<file path="src/rtl/lcdis_pkg.sv">
// Constants shared by the data line 3 and 4 source selection stage
//==========================================================================
//==========================================================================
package lcdis_pkg;

    //======================================================================
    // Bus and register map
    localparam int          ADDR_W       = 8;
    localparam int          DATA_W       = 8;
    localparam logic [7:0]  SEL_OFFSET   = 8'h00;
    localparam logic [7:0]  SEL_RD_MASK  = 8'h77;
    localparam logic [7:0]  RDATA_RESET  = 8'h00;

    //======================================================================
    // Field layout
    localparam int          CODE_W       = 3;
    localparam int          LINE4_LSB    = 4;
    localparam int          LINE3_LSB    = 0;

    //======================================================================
    // Source routing
    localparam int          SRC_N        = 16;
    localparam logic [3:0]  LINE3_BASE   = 4'h8;
    localparam logic [3:0]  LINE4_BASE   = 4'hC;
    localparam logic        TRUE_RESET   = 1'b0;

    //======================================================================
    // Clock
    localparam int          CLK_PERIOD_NS = 100;

endpackage : lcdis_pkg

</file>
<file path="src/rtl/lcdis_pick.sv">
// One data line source picker with registered true and inverted forms
`timescale 1ns/100ps
module lcdis_pick
    import lcdis_pkg::*;
#(
    parameter logic [3:0] BASE = 4'h0
) (
    // Clock and reset
    input  wire logic              clk,
    input  wire logic              reset,
    // Synchronised sources and code
    input  wire logic [SRC_N-1:0]  src,
    input  wire logic [CODE_W-1:0] code,
    // Line forms
    output logic                   true_r,
    output logic                   inv_r
);

    logic [3:0] idx;
    logic       true_nxt;
    logic       inv_nxt;

    //======================================================================
    // Index wraps mod 16, so one adder covers every code
    always_comb begin
        idx      = {1'b0, code} + BASE;
        true_nxt = src[idx];
        inv_nxt  = ~src[idx];
    end

    // Both forms from flops so they never skew apart
    always_ff @(posedge clk or posedge reset) begin
        if (reset) begin
            true_r <= TRUE_RESET;
            inv_r  <= ~TRUE_RESET;
        end else begin
            true_r <= true_nxt;
            inv_r  <= inv_nxt;
        end
    end

endmodule // lcdis_pick

</file>
<file path="src/rtl/lcdis_top.sv">
// Data line 3 and 4 source selection register and pickers
//
// Local design decisions: the strobed register port and the register addresses.
`timescale 1ns/100ps
module lcdis_top
    import lcdis_pkg::*;
(
    // Clock and reset
    input  wire logic              CLK,
    input  wire logic              RESET,
    // Register port
    input  wire logic [ADDR_W-1:0] ADDR,
    input  wire logic [DATA_W-1:0] WDATA,
    input  wire logic              WR,
    input  wire logic              RD,
    output logic      [DATA_W-1:0] RDATA,
    // Source inputs from other clock domains
    input  wire logic [SRC_N-1:0]  SOURCES,
    // Selected lines to the gate logic
    output logic                   LINE3_TRUE_FORM,
    output logic                   LINE3_INV_FORM,
    output logic                   LINE4_TRUE_FORM,
    output logic                   LINE4_INV_FORM
);

    //======================================================================
    // Declarations
    logic [SRC_N-1:0]  src_s1_r;
    logic [SRC_N-1:0]  src_s2_r;
    logic [CODE_W-1:0] line3_source_code_r;
    logic [CODE_W-1:0] line3_source_code_nxt;
    logic [CODE_W-1:0] line4_source_code_r;
    logic [CODE_W-1:0] line4_source_code_nxt;
    logic [DATA_W-1:0] rdata_r;
    logic [DATA_W-1:0] rdata_nxt;
    logic [DATA_W-1:0] sel_view;
    logic              wr_hit;
    logic              rd_hit;

    //======================================================================
    // Source synchroniser, first stage feeds only the second
    always_ff @(posedge CLK or posedge RESET) begin
        if (RESET) begin
            src_s1_r <= '0;
            src_s2_r <= '0;
        end else begin
            src_s1_r <= SOURCES;
            src_s2_r <= src_s1_r;
        end
    end

    //======================================================================
    // Selection register
    // Writes are shut out while reset is high so reset can never disturb
    // the codes; software must load them once after power-up.
    always_comb begin
        wr_hit                = WR && !RESET && (ADDR == SEL_OFFSET);
        line4_source_code_nxt = line4_source_code_r;
        line3_source_code_nxt = line3_source_code_r;
        if (wr_hit) begin
            line4_source_code_nxt = WDATA[LINE4_LSB +: CODE_W];
            line3_source_code_nxt = WDATA[LINE3_LSB +: CODE_W];
        end
    end

    // No reset term: codes start undefined and survive every reset
    always_ff @(posedge CLK) begin
        line4_source_code_r <= line4_source_code_nxt;
        line3_source_code_r <= line3_source_code_nxt;
    end

    //======================================================================
    // Read path, data stand only in the cycle after the strobe
    always_comb begin
        sel_view                       = '0;
        sel_view[LINE4_LSB +: CODE_W]  = line4_source_code_r;
        sel_view[LINE3_LSB +: CODE_W]  = line3_source_code_r;
        rd_hit                         = RD && (ADDR == SEL_OFFSET);
        rdata_nxt                      = rd_hit ? (sel_view & SEL_RD_MASK) : '0;
    end

    always_ff @(posedge CLK or posedge RESET) begin
        if (RESET) begin
            rdata_r <= RDATA_RESET;
        end else begin
            rdata_r <= rdata_nxt;
        end
    end

    assign RDATA = rdata_r;

    //======================================================================
    // Line pickers; the base offset turns each code into its source
    lcdis_pick #(
        .BASE (LINE3_BASE)
    ) u_line3 (
        .clk    (CLK),
        .reset  (RESET),
        .src    (src_s2_r),
        .code   (line3_source_code_r),
        .true_r (LINE3_TRUE_FORM),
        .inv_r  (LINE3_INV_FORM)
    );

    lcdis_pick #(
        .BASE (LINE4_BASE)
    ) u_line4 (
        .clk    (CLK),
        .reset  (RESET),
        .src    (src_s2_r),
        .code   (line4_source_code_r),
        .true_r (LINE4_TRUE_FORM),
        .inv_r  (LINE4_INV_FORM)
    );

    //======================================================================
    // Checks
    // The codes have no reset, so the helpers below come up unknown and the
    // checks that lean on them stay quiet until software loads the codes
    // Helper copies of what the pickers saw one edge ago
    logic [SRC_N-1:0]    chk_src_q;
    logic [CODE_W-1:0]   chk_l3_q;
    logic [CODE_W-1:0]   chk_l4_q;
    logic [2*CODE_W-1:0] chk_keep_q;
    logic                chk_written_q;
    logic                chk_valid_q;

    always_ff @(posedge CLK) begin
        chk_src_q     <= src_s2_r;
        chk_l3_q      <= line3_source_code_r;
        chk_l4_q      <= line4_source_code_r;
        // Sticky OR: set by the first write, so no reset term is needed
        // and an unknown start value only lasts until then
        chk_written_q <= chk_written_q | wr_hit;
        chk_valid_q   <= chk_written_q;
        // Frozen while reset is high
        if (!RESET) begin
            chk_keep_q <= {line4_source_code_r, line3_source_code_r};
        end
    end
endmodule // lcdis_top
</file>
<file path="config.mk">
export PLATFORM = sky130hd
export DESIGN_NAME = lcdis_top
export DESIGN_NICKNAME = d
export VERILOG_FILES = /design/src/rtl/lcdis_pkg.sv /design/src/rtl/lcdis_pick.sv /design/src/rtl/lcdis_top.sv
export SDC_FILE = /design/constraint.sdc
export NUM_CORES = 1
export LEC_CHECK = 0
export CORE_UTILIZATION = 57
export DETAILED_ROUTE_END_ITERATION = 8
export DONT_BUFFER_PORTS = 1
export GPL_TIMING_DRIVEN = 0
export PLACE_DENSITY = 0.81
export SLEW_MARGIN = 0
export SYNTH_ARGS = -nofsm -noshare
export SYNTH_HDL_FRONTEND = slang
export SYNTH_HIERARCHICAL = 1
export SYNTH_SLANG_ARGS = --single-unit
</file>
<file path="constraint.sdc">
create_clock -name CLK -period 1.8 [get_ports CLK]
set_input_delay 0.18 -clock CLK [delete_from_list [all_inputs] [get_ports CLK]]
set_output_delay 0.18 -clock CLK [all_outputs]
set_load 0.05 [all_outputs]
</file>
# Word-level counts from Yosys, hierarchy flattened
# Cells that the tools add are included.
[op_classes] n_addsub=2 magnitude_cmp=2 mux=5 bitwise_logic=2 reduce_logical=5
[ops] operator="$lt 4x5->1 const B" n=2
[ops] operator="$add 3x4->4 const B" n=2
[ops] operator="$bmux 1 s4" n=2
[ops] operator="$logic_not 8->1" n=1
[ops] operator="$mux 7" n=1
[ops] operator="$logic_and 1x1->1" n=3
[ops] operator="$mux 1" n=2
[ops] operator="$not 1->1" n=2
[ops] operator="$logic_not 1->1" n=1
[word_totals] reg_bits=49 output_inout_bits=12 word_cells=25

# Longest topological paths before layout
# Gate-level depths: netlist (run 1).
[logic_depth] word_depth=4 mapped_depth=3 depth_no_buf=2

# Modules after synthesis
# Netlist (run 1), hierarchy kept.
[by_module_without_submodules] mod="lcdis_top" n_inst=1 cells_each=66 area_each_um2=1296.2 seq_area_each_um2=1131.1
[by_module_without_submodules] mod="lcdis_pick" n_inst=2 cells_each=7 area_each_um2=128.9 seq_area_each_um2=51.3

# Worst setup path after synthesis (run 1)
# No wires, ideal clock.
[synth_timing] path_kind="input port to flip-flop" startpoint="input ADDR[7]" endpoint="register line3_source_code_r[0], enable pin" setup_ns=0.351 arrival_time_ns=1.190 t_required_ns=1.449 slack_ns=0.259 cell_stages=3 path_buffers=1 cell_sequence="or4_4 -> buf_6 -> nor4_4"
[synth_via] elab_chain_cells=2
[synth_rtl] item="from (decl)" line_no="lcdis_top.sv:12" rtl="input wire logic [ADDR_W-1:0] ADDR,"
[synth_rtl] item="$logic_not 8->1" line_no="lcdis_top.sv:57" rtl="wr_hit = WR && !RESET && (ADDR == SEL_OFFSET);"
[synth_rtl] item="$logic_and 1x1->1" line_no="lcdis_top.sv:57"
[synth_rtl] item="named net wr_hit" line_no="lcdis_top.sv:37" rtl="logic wr_hit;"
[synth_rtl] item="to (signal assigned)" line_no="lcdis_top.sv:69" rtl="line3_source_code_r <= line3_source_code_nxt;"
[synth_rtl] item="to (decl)" line_no="lcdis_top.sv:30" rtl="logic [CODE_W-1:0] line3_source_code_r;"
# The timed path passes the listed nets, and every way through them passes these cells.
# A chain may end at the register's enable or synchronous reset.

# Final worst setup path (run 1)
[layout_timing] startpoint="register line4_source_code_r[0]" endpoint="register u_line4.true_r"
[layout_via] elab_chain_cells=3
[layout_rtl] item="from (decl)" line_no="lcdis_top.sv:32" rtl="logic [CODE_W-1:0] line4_source_code_r;"
[layout_rtl] item="from (signal assigned)" line_no="lcdis_top.sv:68" rtl="line4_source_code_r <= line4_source_code_nxt;"
[layout_rtl] item="$add 3x4->4" line_no="lcdis_pick.sv:26" rtl="idx = {1'b0, code} + BASE;"
[layout_rtl] item="$bmux 1 s4" line_no="lcdis_pick.sv:27" rtl="true_nxt = src[idx];"
[layout_rtl] item="$mux 1 (implied by the code)" line_no="lcdis_pick.sv:27"
[layout_rtl] item="named net u_line4.true_nxt" line_no="lcdis_pick.sv:20" rtl="logic true_nxt;"
[layout_rtl] item="to (signal assigned)" line_no="lcdis_pick.sv:37" rtl="true_r <= true_nxt;"
[layout_rtl] item="to (decl)" line_no="lcdis_pick.sv:15" rtl="output logic true_r,"
# The timed path passes the listed nets, and every way through them passes these cells. The select of a mux whose other input is x is not followed.

==> impl_metrics.env, run 1 <==
export IMPL_fin_tns_setup_ns=0
export IMPL_hold_end="line3_source_code_r[1]"
export IMPL_via_count=660
export IMPL_netlist_instances=72
export IMPL_max_freq_ghz=0.719
export IMPL_grt_setup_unrepaired="false"
export IMPL_end_kind="register"
export IMPL_swShare_pct=22.0
export IMPL_ant_nets=0
export IMPL_multiInputGateArea_um2=278
export IMPL_fin_area_mm2=0.00165
export IMPL_worst_pin_slew_ns=1.07
export IMPL_cts_tree="done"
export IMPL_p_per_area_mw_per_mm2=916
export IMPL_layout_nets=136
export IMPL_required_ns=2.03
export IMPL_place_area_mm2=0.00139
export IMPL_wire_per_inst_um=14.1
export IMPL_crit_chain="mux4_1 > mux2_2"
export IMPL_p_total_mw=1.51
export IMPL_cp_max_fo=3
export IMPL_drc=0
export IMPL_syn_area_per_cell_um2=18.8
export IMPL_regToRegEndpoint="u_line4/true_r"
export IMPL_antenna_found_initial=0
export IMPL_dpl_cell_count=101
export IMPL_holdWs_ns=0.0591
export IMPL_setup_slack_ns=0.409
export IMPL_cts_setup_buffers=0
export IMPL_start_util_pct=60.6
export IMPL_status="finished clean"
export IMPL_dieHeight_um=50.7
export IMPL_clock_latency_ns=0.33
export IMPL_power_switching_mw=0.333
export IMPL_path_clk_slew_ns=0.11
export IMPL_r2r_slack_ns=0.41
export IMPL_slew_limit_headroom_pct=28.3
export IMPL_comb_power_share_pct=5.7
export IMPL_vdd_drop_max_uv=818
export IMPL_clk_path_buf_depth=2
export IMPL_drive_gt1_share_pct=23.8
export IMPL_core_mm2=0.00223
export IMPL_nFillCells=145
export IMPL_final_setup_viol_count=0
export IMPL_worstPathBufferInverterCount=0
export IMPL_row_count=17
export IMPL_grt_start_max_net_pins=31
export IMPL_p_int_mw=1.18
export IMPL_drt_pass1_iter_count=2
export IMPL_grt_pass1_vias=737
export IMPL_p_seq_share_pct=64.5
export IMPL_cts_root_buffer="clkbuf_4"
export IMPL_viasPerCell=5.12
export IMPL_final_min_clock_period_ns=1.39
export IMPL_final_util_pct=74.1
export IMPL_regArea_mm2=0.00103
export IMPL_die_w_um=50.7
export IMPL_synth_warnings=6
export IMPL_area_growth_pct=22.2
export IMPL_netlist_area_mm2=0.00135
export IMPL_cp_slowest_cell="mux4_1"
export IMPL_instances_no_fill=129
export IMPL_r2r_start="line4_source_code_r[0]"
export IMPL_crit_type="register to register"
export IMPL_grt_pass1_wl_mm=3.09
export IMPL_h_tree_depth=2
export IMPL_gp_congestion=0.683
export IMPL_min_from="RESET"
export IMPL_first_iter_violations=9
export IMPL_hold_viol=0
export IMPL_post_route_period_util_pct=77.3
export IMPL_die_area_mm2=0.00257
export IMPL_power_share_clock_pct=29.8
export IMPL_skew_ns=0.00932
export IMPL_worstPathArrival_ns=1.62
export IMPL_cp_slowest_stage_delay_ns=0.59
export IMPL_clock_sinks=40
export IMPL_antenna_cells=0
export IMPL_cap_violations=0
export IMPL_io_buffers=0
export IMPL_routed_wl_mm=1.82
export IMPL_holdPathStages=1
export IMPL_pre_cts_ws_ns=0.102
export IMPL_hold_path_class="input port to register"
export IMPL_track_usage_pct=18.4
export IMPL_drv_slew=0
export IMPL_crit_family="multiplexers"
export IMPL_cts_made_buffers=5
export IMPL_crit_path_start_kind="register"
export IMPL_p_leak_nw=0.714
export IMPL_grt_overflow=0
export IMPL_worstRegToRegCells=2
export IMPL_io_pin_count=48
-- final cells by class --
cell class	instances	area share, %
flip-flops and latches	40	62.5
multi-input cells	25	16.8
repair buffers	20	12.1
clock buffers	6	3.10
well taps	28	2.12
plain buffers	4	1.89
inverters	4	0.908
clock inverters	2	0.605
-- timing repair --
action,4_1_cts,5_1_grt
hold buffers,20,0
hold endpoints to repair,33,0
gates resized for setup,0,0
-- worst max path at each step --
stage / startpoint / endpoint / slack (ns) / depth (start not counted)
floorplan: ADDR[7] / line3_source_code_r[0] / 0.26 / 3
global placement: ADDR[7] / line4_source_code_r[0] / 0.15 / 3
detailed placement: ADDR[7] / line4_source_code_r[1] / 0.10 / 3
CTS: line3_source_code_r[0] / u_line3/true_r / 0.40 / 2
global route: RESET / src_s1_r[1] / 0.29 / 2
finish: line4_source_code_r[0] / u_line4/true_r / 0.41 / 2
-- placed cells by master, fill, tap and decap left out --
cell,instances
conb_1,2
nor3_2,6
dfrtp_1,32
or4_4,1
nand2_1,6
dfstp_2,2
nor4_4,1
inv_1,4
mux2i_1,2
buf_6,1
mux4_1,4
mux2_2,2
clkbuf_4,5
edfxtp_1,6
buf_2,1
dlygate4sd3_1,20
or4_1,1
clkbuf_8,1
buf_4,2
clkinv_2,2
-- routing by layer --
metal | global-route usage (%) | wire length, um | vias up | share of wire, %
met2 | 33.8 | 1030 | 36 | 57
li1 | - | - | 303 | -
met1 | 16.9 | 625 | 318 | 34
met4 | 6.94 | 22 | 0 | 1.2
met3 | 9.39 | 140 | 3 | 7.7
met5 | 0 | 0 | - | 0
-- power by group through the flow --
stage	logic, mW	registers [mW]	clock network [mW]
after floorplan	0.0452	0.992	0
after global routing	0.0958	0.980	0.512
after detailed placement	0.0505	0.997	0
after global placement	0.0490	0.994	0
final	0.0863	0.977	0.451
after CTS	0.0869	0.978	0.475
-- sequential cells by signal, summed over array words and instances (netlist names) --
signal,flops
src_s1_r,12
src_s2_r,12
RDATA,6
line3_source_code_r,3
line4_source_code_r,3
u_line3/inv_r,1
u_line3/true_r,1
u_line4/inv_r,1
u_line4/true_r,1
Power figures use the tool's default switching activity.
==> inputs of run 2 (changes only) <==
==> constraint.sdc (replaced) <==
create_clock -name CLK -period 1.3 [get_ports CLK]
set_input_delay 0.13 -clock CLK [delete_from_list [all_inputs] [get_ports CLK]]
set_output_delay 0.13 -clock CLK [all_outputs]
set_load 0.05 [all_outputs]
==> impl_metrics.env, run 2 (same netlist as run 1, synthesis figures left out) <==
export IMPL_cp_slowest_cell="mux4_2"
export IMPL_row_count=17
export IMPL_final_setup_viol_count=2
export IMPL_clock_latency_ns=0.34
export IMPL_end_kind="register"
export IMPL_hpwl_mm=1.17
export IMPL_required_ns=1.54
export IMPL_slew_limit_headroom_pct=59.8
export IMPL_die_area_mm2=0.00257
export IMPL_max_freq_ghz=0.737
export IMPL_routed_wl_mm=1.88
export IMPL_core_mm2=0.00223
export IMPL_fin_area_mm2=0.00167
export IMPL_cts_made_buffers=5
export IMPL_cp_max_fo=3
export IMPL_grt_busiest_layer="met2"
export IMPL_final_common_cell="dfrtp_1"
export IMPL_start_util_pct=60.6
export IMPL_io_buffers=0
export IMPL_cap_violations=0
export IMPL_use_met2_pct=29.8
export IMPL_track_usage_pct=17.6
export IMPL_p_total_mw=2.15
export IMPL_layout_nets=138
export IMPL_grt_overflow=0
export IMPL_use_met3_pct=9.09
export IMPL_hold_viol=0
export IMPL_skew_ns=0.00953
export IMPL_hold_path_class="input port to register"
export IMPL_antenna_cells=0
export IMPL_gp_congestion=0.720
export IMPL_final_min_clock_period_ns=1.36
export IMPL_post_route_period_util_pct=104
export IMPL_grt_start_max_net_pins=31
export IMPL_multiInputGateArea_um2=267
export IMPL_drv_slew=0
export IMPL_vdd_drop_max_uv=1020
export IMPL_clock_sinks=40
export IMPL_h_tree_depth=2
export IMPL_area_growth_pct=23.0
export IMPL_ant_nets=0
export IMPL_cts_tree="done"
export IMPL_via_count=649
export IMPL_drive_gt1_share_pct=29.4
export IMPL_met1_usage_pct=17.8
export IMPL_place_area_mm2=0.00138
export IMPL_worst_pin_slew_ns=0.602
export IMPL_worstPathArrival_ns=1.59
export IMPL_violations="setup timing"
export IMPL_p_leak_nw=0.706
export IMPL_die_w_um=50.7
export IMPL_viasPerCell=4.99
export IMPL_crit_type="register to register"
export IMPL_wire_per_inst_um=14.4
export IMPL_fin_tns_setup_ns=-0.112
export IMPL_status="finished with violations"
export IMPL_cts_root_buffer="clkbuf_4"
export IMPL_p_per_area_mw_per_mm2=1290
export IMPL_regArea_mm2=0.00103
export IMPL_nFillCells=149
export IMPL_crit_path_start_kind="register"
export IMPL_antenna_found_initial=0
export IMPL_grt_setup_unrepaired="true"
export IMPL_cp_slowest_stage_delay_ns=0.54
export IMPL_layout_common_cells="dfrtp_1 (32), dlygate4sd3_1 (20), nand2_1 (6), nor3_2 (6), edfxtp_1 (6)"
export IMPL_first_iter_violations=4
export IMPL_crit_chain="mux4_2 > mux2_2"
export IMPL_drc=0
export IMPL_grt_pass1_wl_mm=2.97
export IMPL_io_pin_count=48
export IMPL_drt_pass1_iter_count=4
export IMPL_grt_pass1_vias=667
export IMPL_clk_path_buf_depth=2
export IMPL_setup_slack_ns=-0.0573
export IMPL_path_clk_slew_ns=0.11
export IMPL_dieHeight_um=50.7
## run 2: cell count changes in the layout (fill, tap and decap cells not counted), sizes merged
cell | previous run | this run
clkinvlp | 0 | 1
clkbuf | 6 | 7
inv | 4 | 3
clkinv | 2 | 0
buf | 4 | 6
## run 2: routing by layer
layer | vias to the layer above | wire length [um]
met5 | - | 0
met4 | 0 | 20
met3 | 5 | 114
met2 | 27 | 1040
met1 | 318 | 704
li1 | 299 | -
## run 2: final cells by class
type	instances	area share, %
Buffer	4	1.88
Tap cell	28	2.10
Clock buffer	7	3.91
Sequential cell	40	62.1
Multi-Input combinational cell	25	16.0
Timing Repair Buffer	22	12.9
Inverter	4	1.13
## run 2: where the power goes
group	leakage (nW)	switching (mW)	internal [mW]
logic	0.207	0.0602	0.0644
registers	0.462	0.0381	1.32
clock network	0.0374	0.364	0.307
total	0.706	0.462	1.69
## run 2: per-stage QoR
step / hold slack [ns] / utilization, % / worst slack, ns / cells
2_1_floorplan: -0.130 / - / -0.191 / 73
3_3_place_gp: -0.127 / 61.7 / -0.286 / 101
3_5_place_dp: -0.125 / 61.7 / -0.296 / 101
4_1_cts: 0.0778 / 73.9 / -0.0636 / 129
5_1_grt: 0.0722 / 74.6 / -0.112 / 130
6_report: 0.0812 / 74.6 / -0.0573 / 130
## run 2: critical path, delay by kind of cell, from the launching register on
kind   cells  cell delay, ns
flops      1            0.44
mux        2            0.81
## run 2: final timing paths
| kind | start | endpoint | slack, ns | cells after the start |
|---|---|---|---|---|
| max | line4_source_code_r[0] | u_line4/true_r | -0.06 | 2 |
| min | ADDR[2] | RDATA[2] | 0.08 | 3 |
| max reg2reg | line4_source_code_r[0] | u_line4/true_r | -0.06 | 2 |
| min reg2reg | src_s1_r[0] | src_s2_r[0] | 0.35 | 0 |
| max in group asynchronous | RESET | src_s1_r[12] | 0.51 | 2 |
| min in group asynchronous | RESET | u_line3/true_r | 0.21 | 2 |
## run 2: what timing repair did
| item | 4_1_cts | 5_1_grt |
|---|---|---|
| setup buffers | 1 | 1 |
| endpoints found under the hold margin | 64 | 0 |
| pin swaps | 0 | 1 |
| endpoints found under the setup margin | 2 | 38 |
| gates resized for setup | 0 | 2 |
| hold buffers | 20 | 0 |
==> inputs of run 3 (changes only) <==
--- a/config.mk
+++ b/config.mk
@@ -5,6 +5,7 @@
 export SDC_FILE = /design/constraint.sdc
 export NUM_CORES = 1
 export LEC_CHECK = 0
+export CORE_MARGIN = 1.5
 export CORE_UTILIZATION = 57
 export DETAILED_ROUTE_END_ITERATION = 8
 export DONT_BUFFER_PORTS = 1
==> impl_metrics.env, run 3 (same netlist as run 1, synthesis figures left out) <==
export IMPL_highest_layer="met4"
export IMPL_antenna_found_initial=0
export IMPL_worstPathArrival_ns=1.60
export IMPL_routed_wl_mm=1.96
export IMPL_violations="setup timing"
export IMPL_io_buffers=0
export IMPL_layout_common_cells="dfrtp_1 (32), dlygate4sd3_1 (21), nand2_1 (6), nor3_2 (6), edfxtp_1 (6)"
export IMPL_hold_path_class="input port to register"
export IMPL_hpwl_mm=1.25
export IMPL_cts_tree="done"
export IMPL_start_util_pct=60.6
export IMPL_clk_path_buf_depth=2
export IMPL_grt_start_max_net_pins=31
export IMPL_core_mm2=0.00223
export IMPL_gp_congestion=0.693
export IMPL_ant_nets=0
export IMPL_viasPerCell=5.08
export IMPL_worst_pin_slew_ns=0.608
export IMPL_end_kind="register"
export IMPL_row_count=17
export IMPL_final_common_cell="dfrtp_1"
export IMPL_status="finished with violations"
export IMPL_vdd_drop_max_uv=1070
export IMPL_setup_slack_ns=-0.0772
export IMPL_crit_type="register to register"
export IMPL_fin_area_mm2=0.00169
export IMPL_cts_root_buffer="clkbuf_4"
export IMPL_final_min_clock_period_ns=1.38
export IMPL_drc=0
export IMPL_drive_gt1_share_pct=29.5
export IMPL_wire_per_inst_um=14.7
export IMPL_wl_met3_um=118
export IMPL_post_route_period_util_pct=106
export IMPL_wl_met1_um=706
export IMPL_layout_nets=140
export IMPL_grt_pass1_wl_mm=3.25
export IMPL_hold_viol=0
export IMPL_p_per_area_mw_per_mm2=1290
export IMPL_io_pin_count=48
export IMPL_dieHeight_um=51.7
export IMPL_drt_pass1_iter_count=4
export IMPL_max_freq_ghz=0.726
export IMPL_die_w_um=51.7
export IMPL_slew_limit_headroom_pct=59.4
export IMPL_crit_path_start_kind="register"
export IMPL_met2_length_mm=1.12
export IMPL_clock_sinks=40
export IMPL_grt_overflow=0
export IMPL_cts_made_buffers=5
export IMPL_p_leak_nw=0.717
export IMPL_antenna_cells=0
export IMPL_skew_ns=0.00796
export IMPL_first_iter_violations=1
export IMPL_cap_violations=0
export IMPL_clock_latency_ns=0.33
export IMPL_area_growth_pct=24.8
export IMPL_die_area_mm2=0.00268
export IMPL_final_setup_viol_count=3
export IMPL_grt_setup_unrepaired="true"
export IMPL_grt_pass1_vias=716
export IMPL_cp_max_fo=3
export IMPL_track_usage_pct=18.1
export IMPL_via_count=675
export IMPL_place_area_mm2=0.00138
export IMPL_pre_cts_ws_ns=-0.308
export IMPL_h_tree_depth=2
export IMPL_path_clk_slew_ns=0.11
export IMPL_drv_slew=0
export IMPL_required_ns=1.53
[run 3: cell count changes in the layout (fill, tap and decap cells not counted)]
| cell | change |
|---|---|
| clkbuf_16 | +1 |
| clkbuf_8 | -2 |
| clkinv_2 | +1 |
| clkbuf_1 | +1 |
| dlygate4sd3_1 | +1 |
| buf_4 | +1 |
[run 3: area by class of cell]
class / count / area (um^2)
buffer: 4 / 31.3
multi-input combinational: 25 / 267
fill: 141 / 544
clock inverter: 1 / 5.00
sequential: 40 / 1030
clock buffer: 7 / 66.3
timing repair buffer: 24 / 233
tap: 28 / 35.0
inverter: 4 / 18.8
[run 3: through the flow]
stage	power, mW	hold WS [ns]	cells	utilization (%)	TNS (ns)
after global placement	1.45	-0.127	101	61.7	-1.78
after global routing	2.26	0.0885	133	75.6	-0.344
after floorplan	1.44	-0.130	73	-	-1.15
final	2.17	0.0938	133	75.6	-0.146
after detailed placement	1.45	-0.118	101	61.7	-1.97
after CTS	2.20	0.00158	131	74.7	-0.167
[run 3: where the power goes]
part / switching, mW / total, mW / internal (mW)
clock: 0.363 / 0.689 / 0.326
combinational: 0.0613 / 0.130 / 0.0682
sequential: 0.0377 / 1.35 / 1.32
total: 0.462 / 2.17 / 1.71
[run 3: final timing paths]
check	to	start	depth (start not counted)	slack (ns)
max	u_line3/true_r	line3_source_code_r[0]	2	-0.08
min	RDATA[2]	ADDR[2]	3	0.09
max reg2reg	u_line3/true_r	line3_source_code_r[0]	2	-0.08
min reg2reg	src_s2_r[0]	src_s1_r[0]	0	0.35
max in group asynchronous	src_s2_r[14]	RESET	2	0.54
min in group asynchronous	u_line3/true_r	RESET	2	0.19
[run 3: metal layers]
layer,global-route usage (%),vias to the layer above
met1,19.0,336
met5,0,-
li1,-,306
met4,7.89,0
met2,33.1,30
met3,5.46,3
[run 3: what timing repair did]
item / in CTS / in global routing
hold buffers: 20 / 1
buffers inserted: 2 / 1
setup endpoints to repair: 2 / 34
hold endpoints to repair: 58 / 5
gates cloned: 0 / 0
resized for setup: 1 / 1
[run 3: worst max-delay path, stage by stage, from the launching register on]
cell and delay (ns):
edfxtp_1 0.44, mux4_2 0.56, mux2_4 0.27
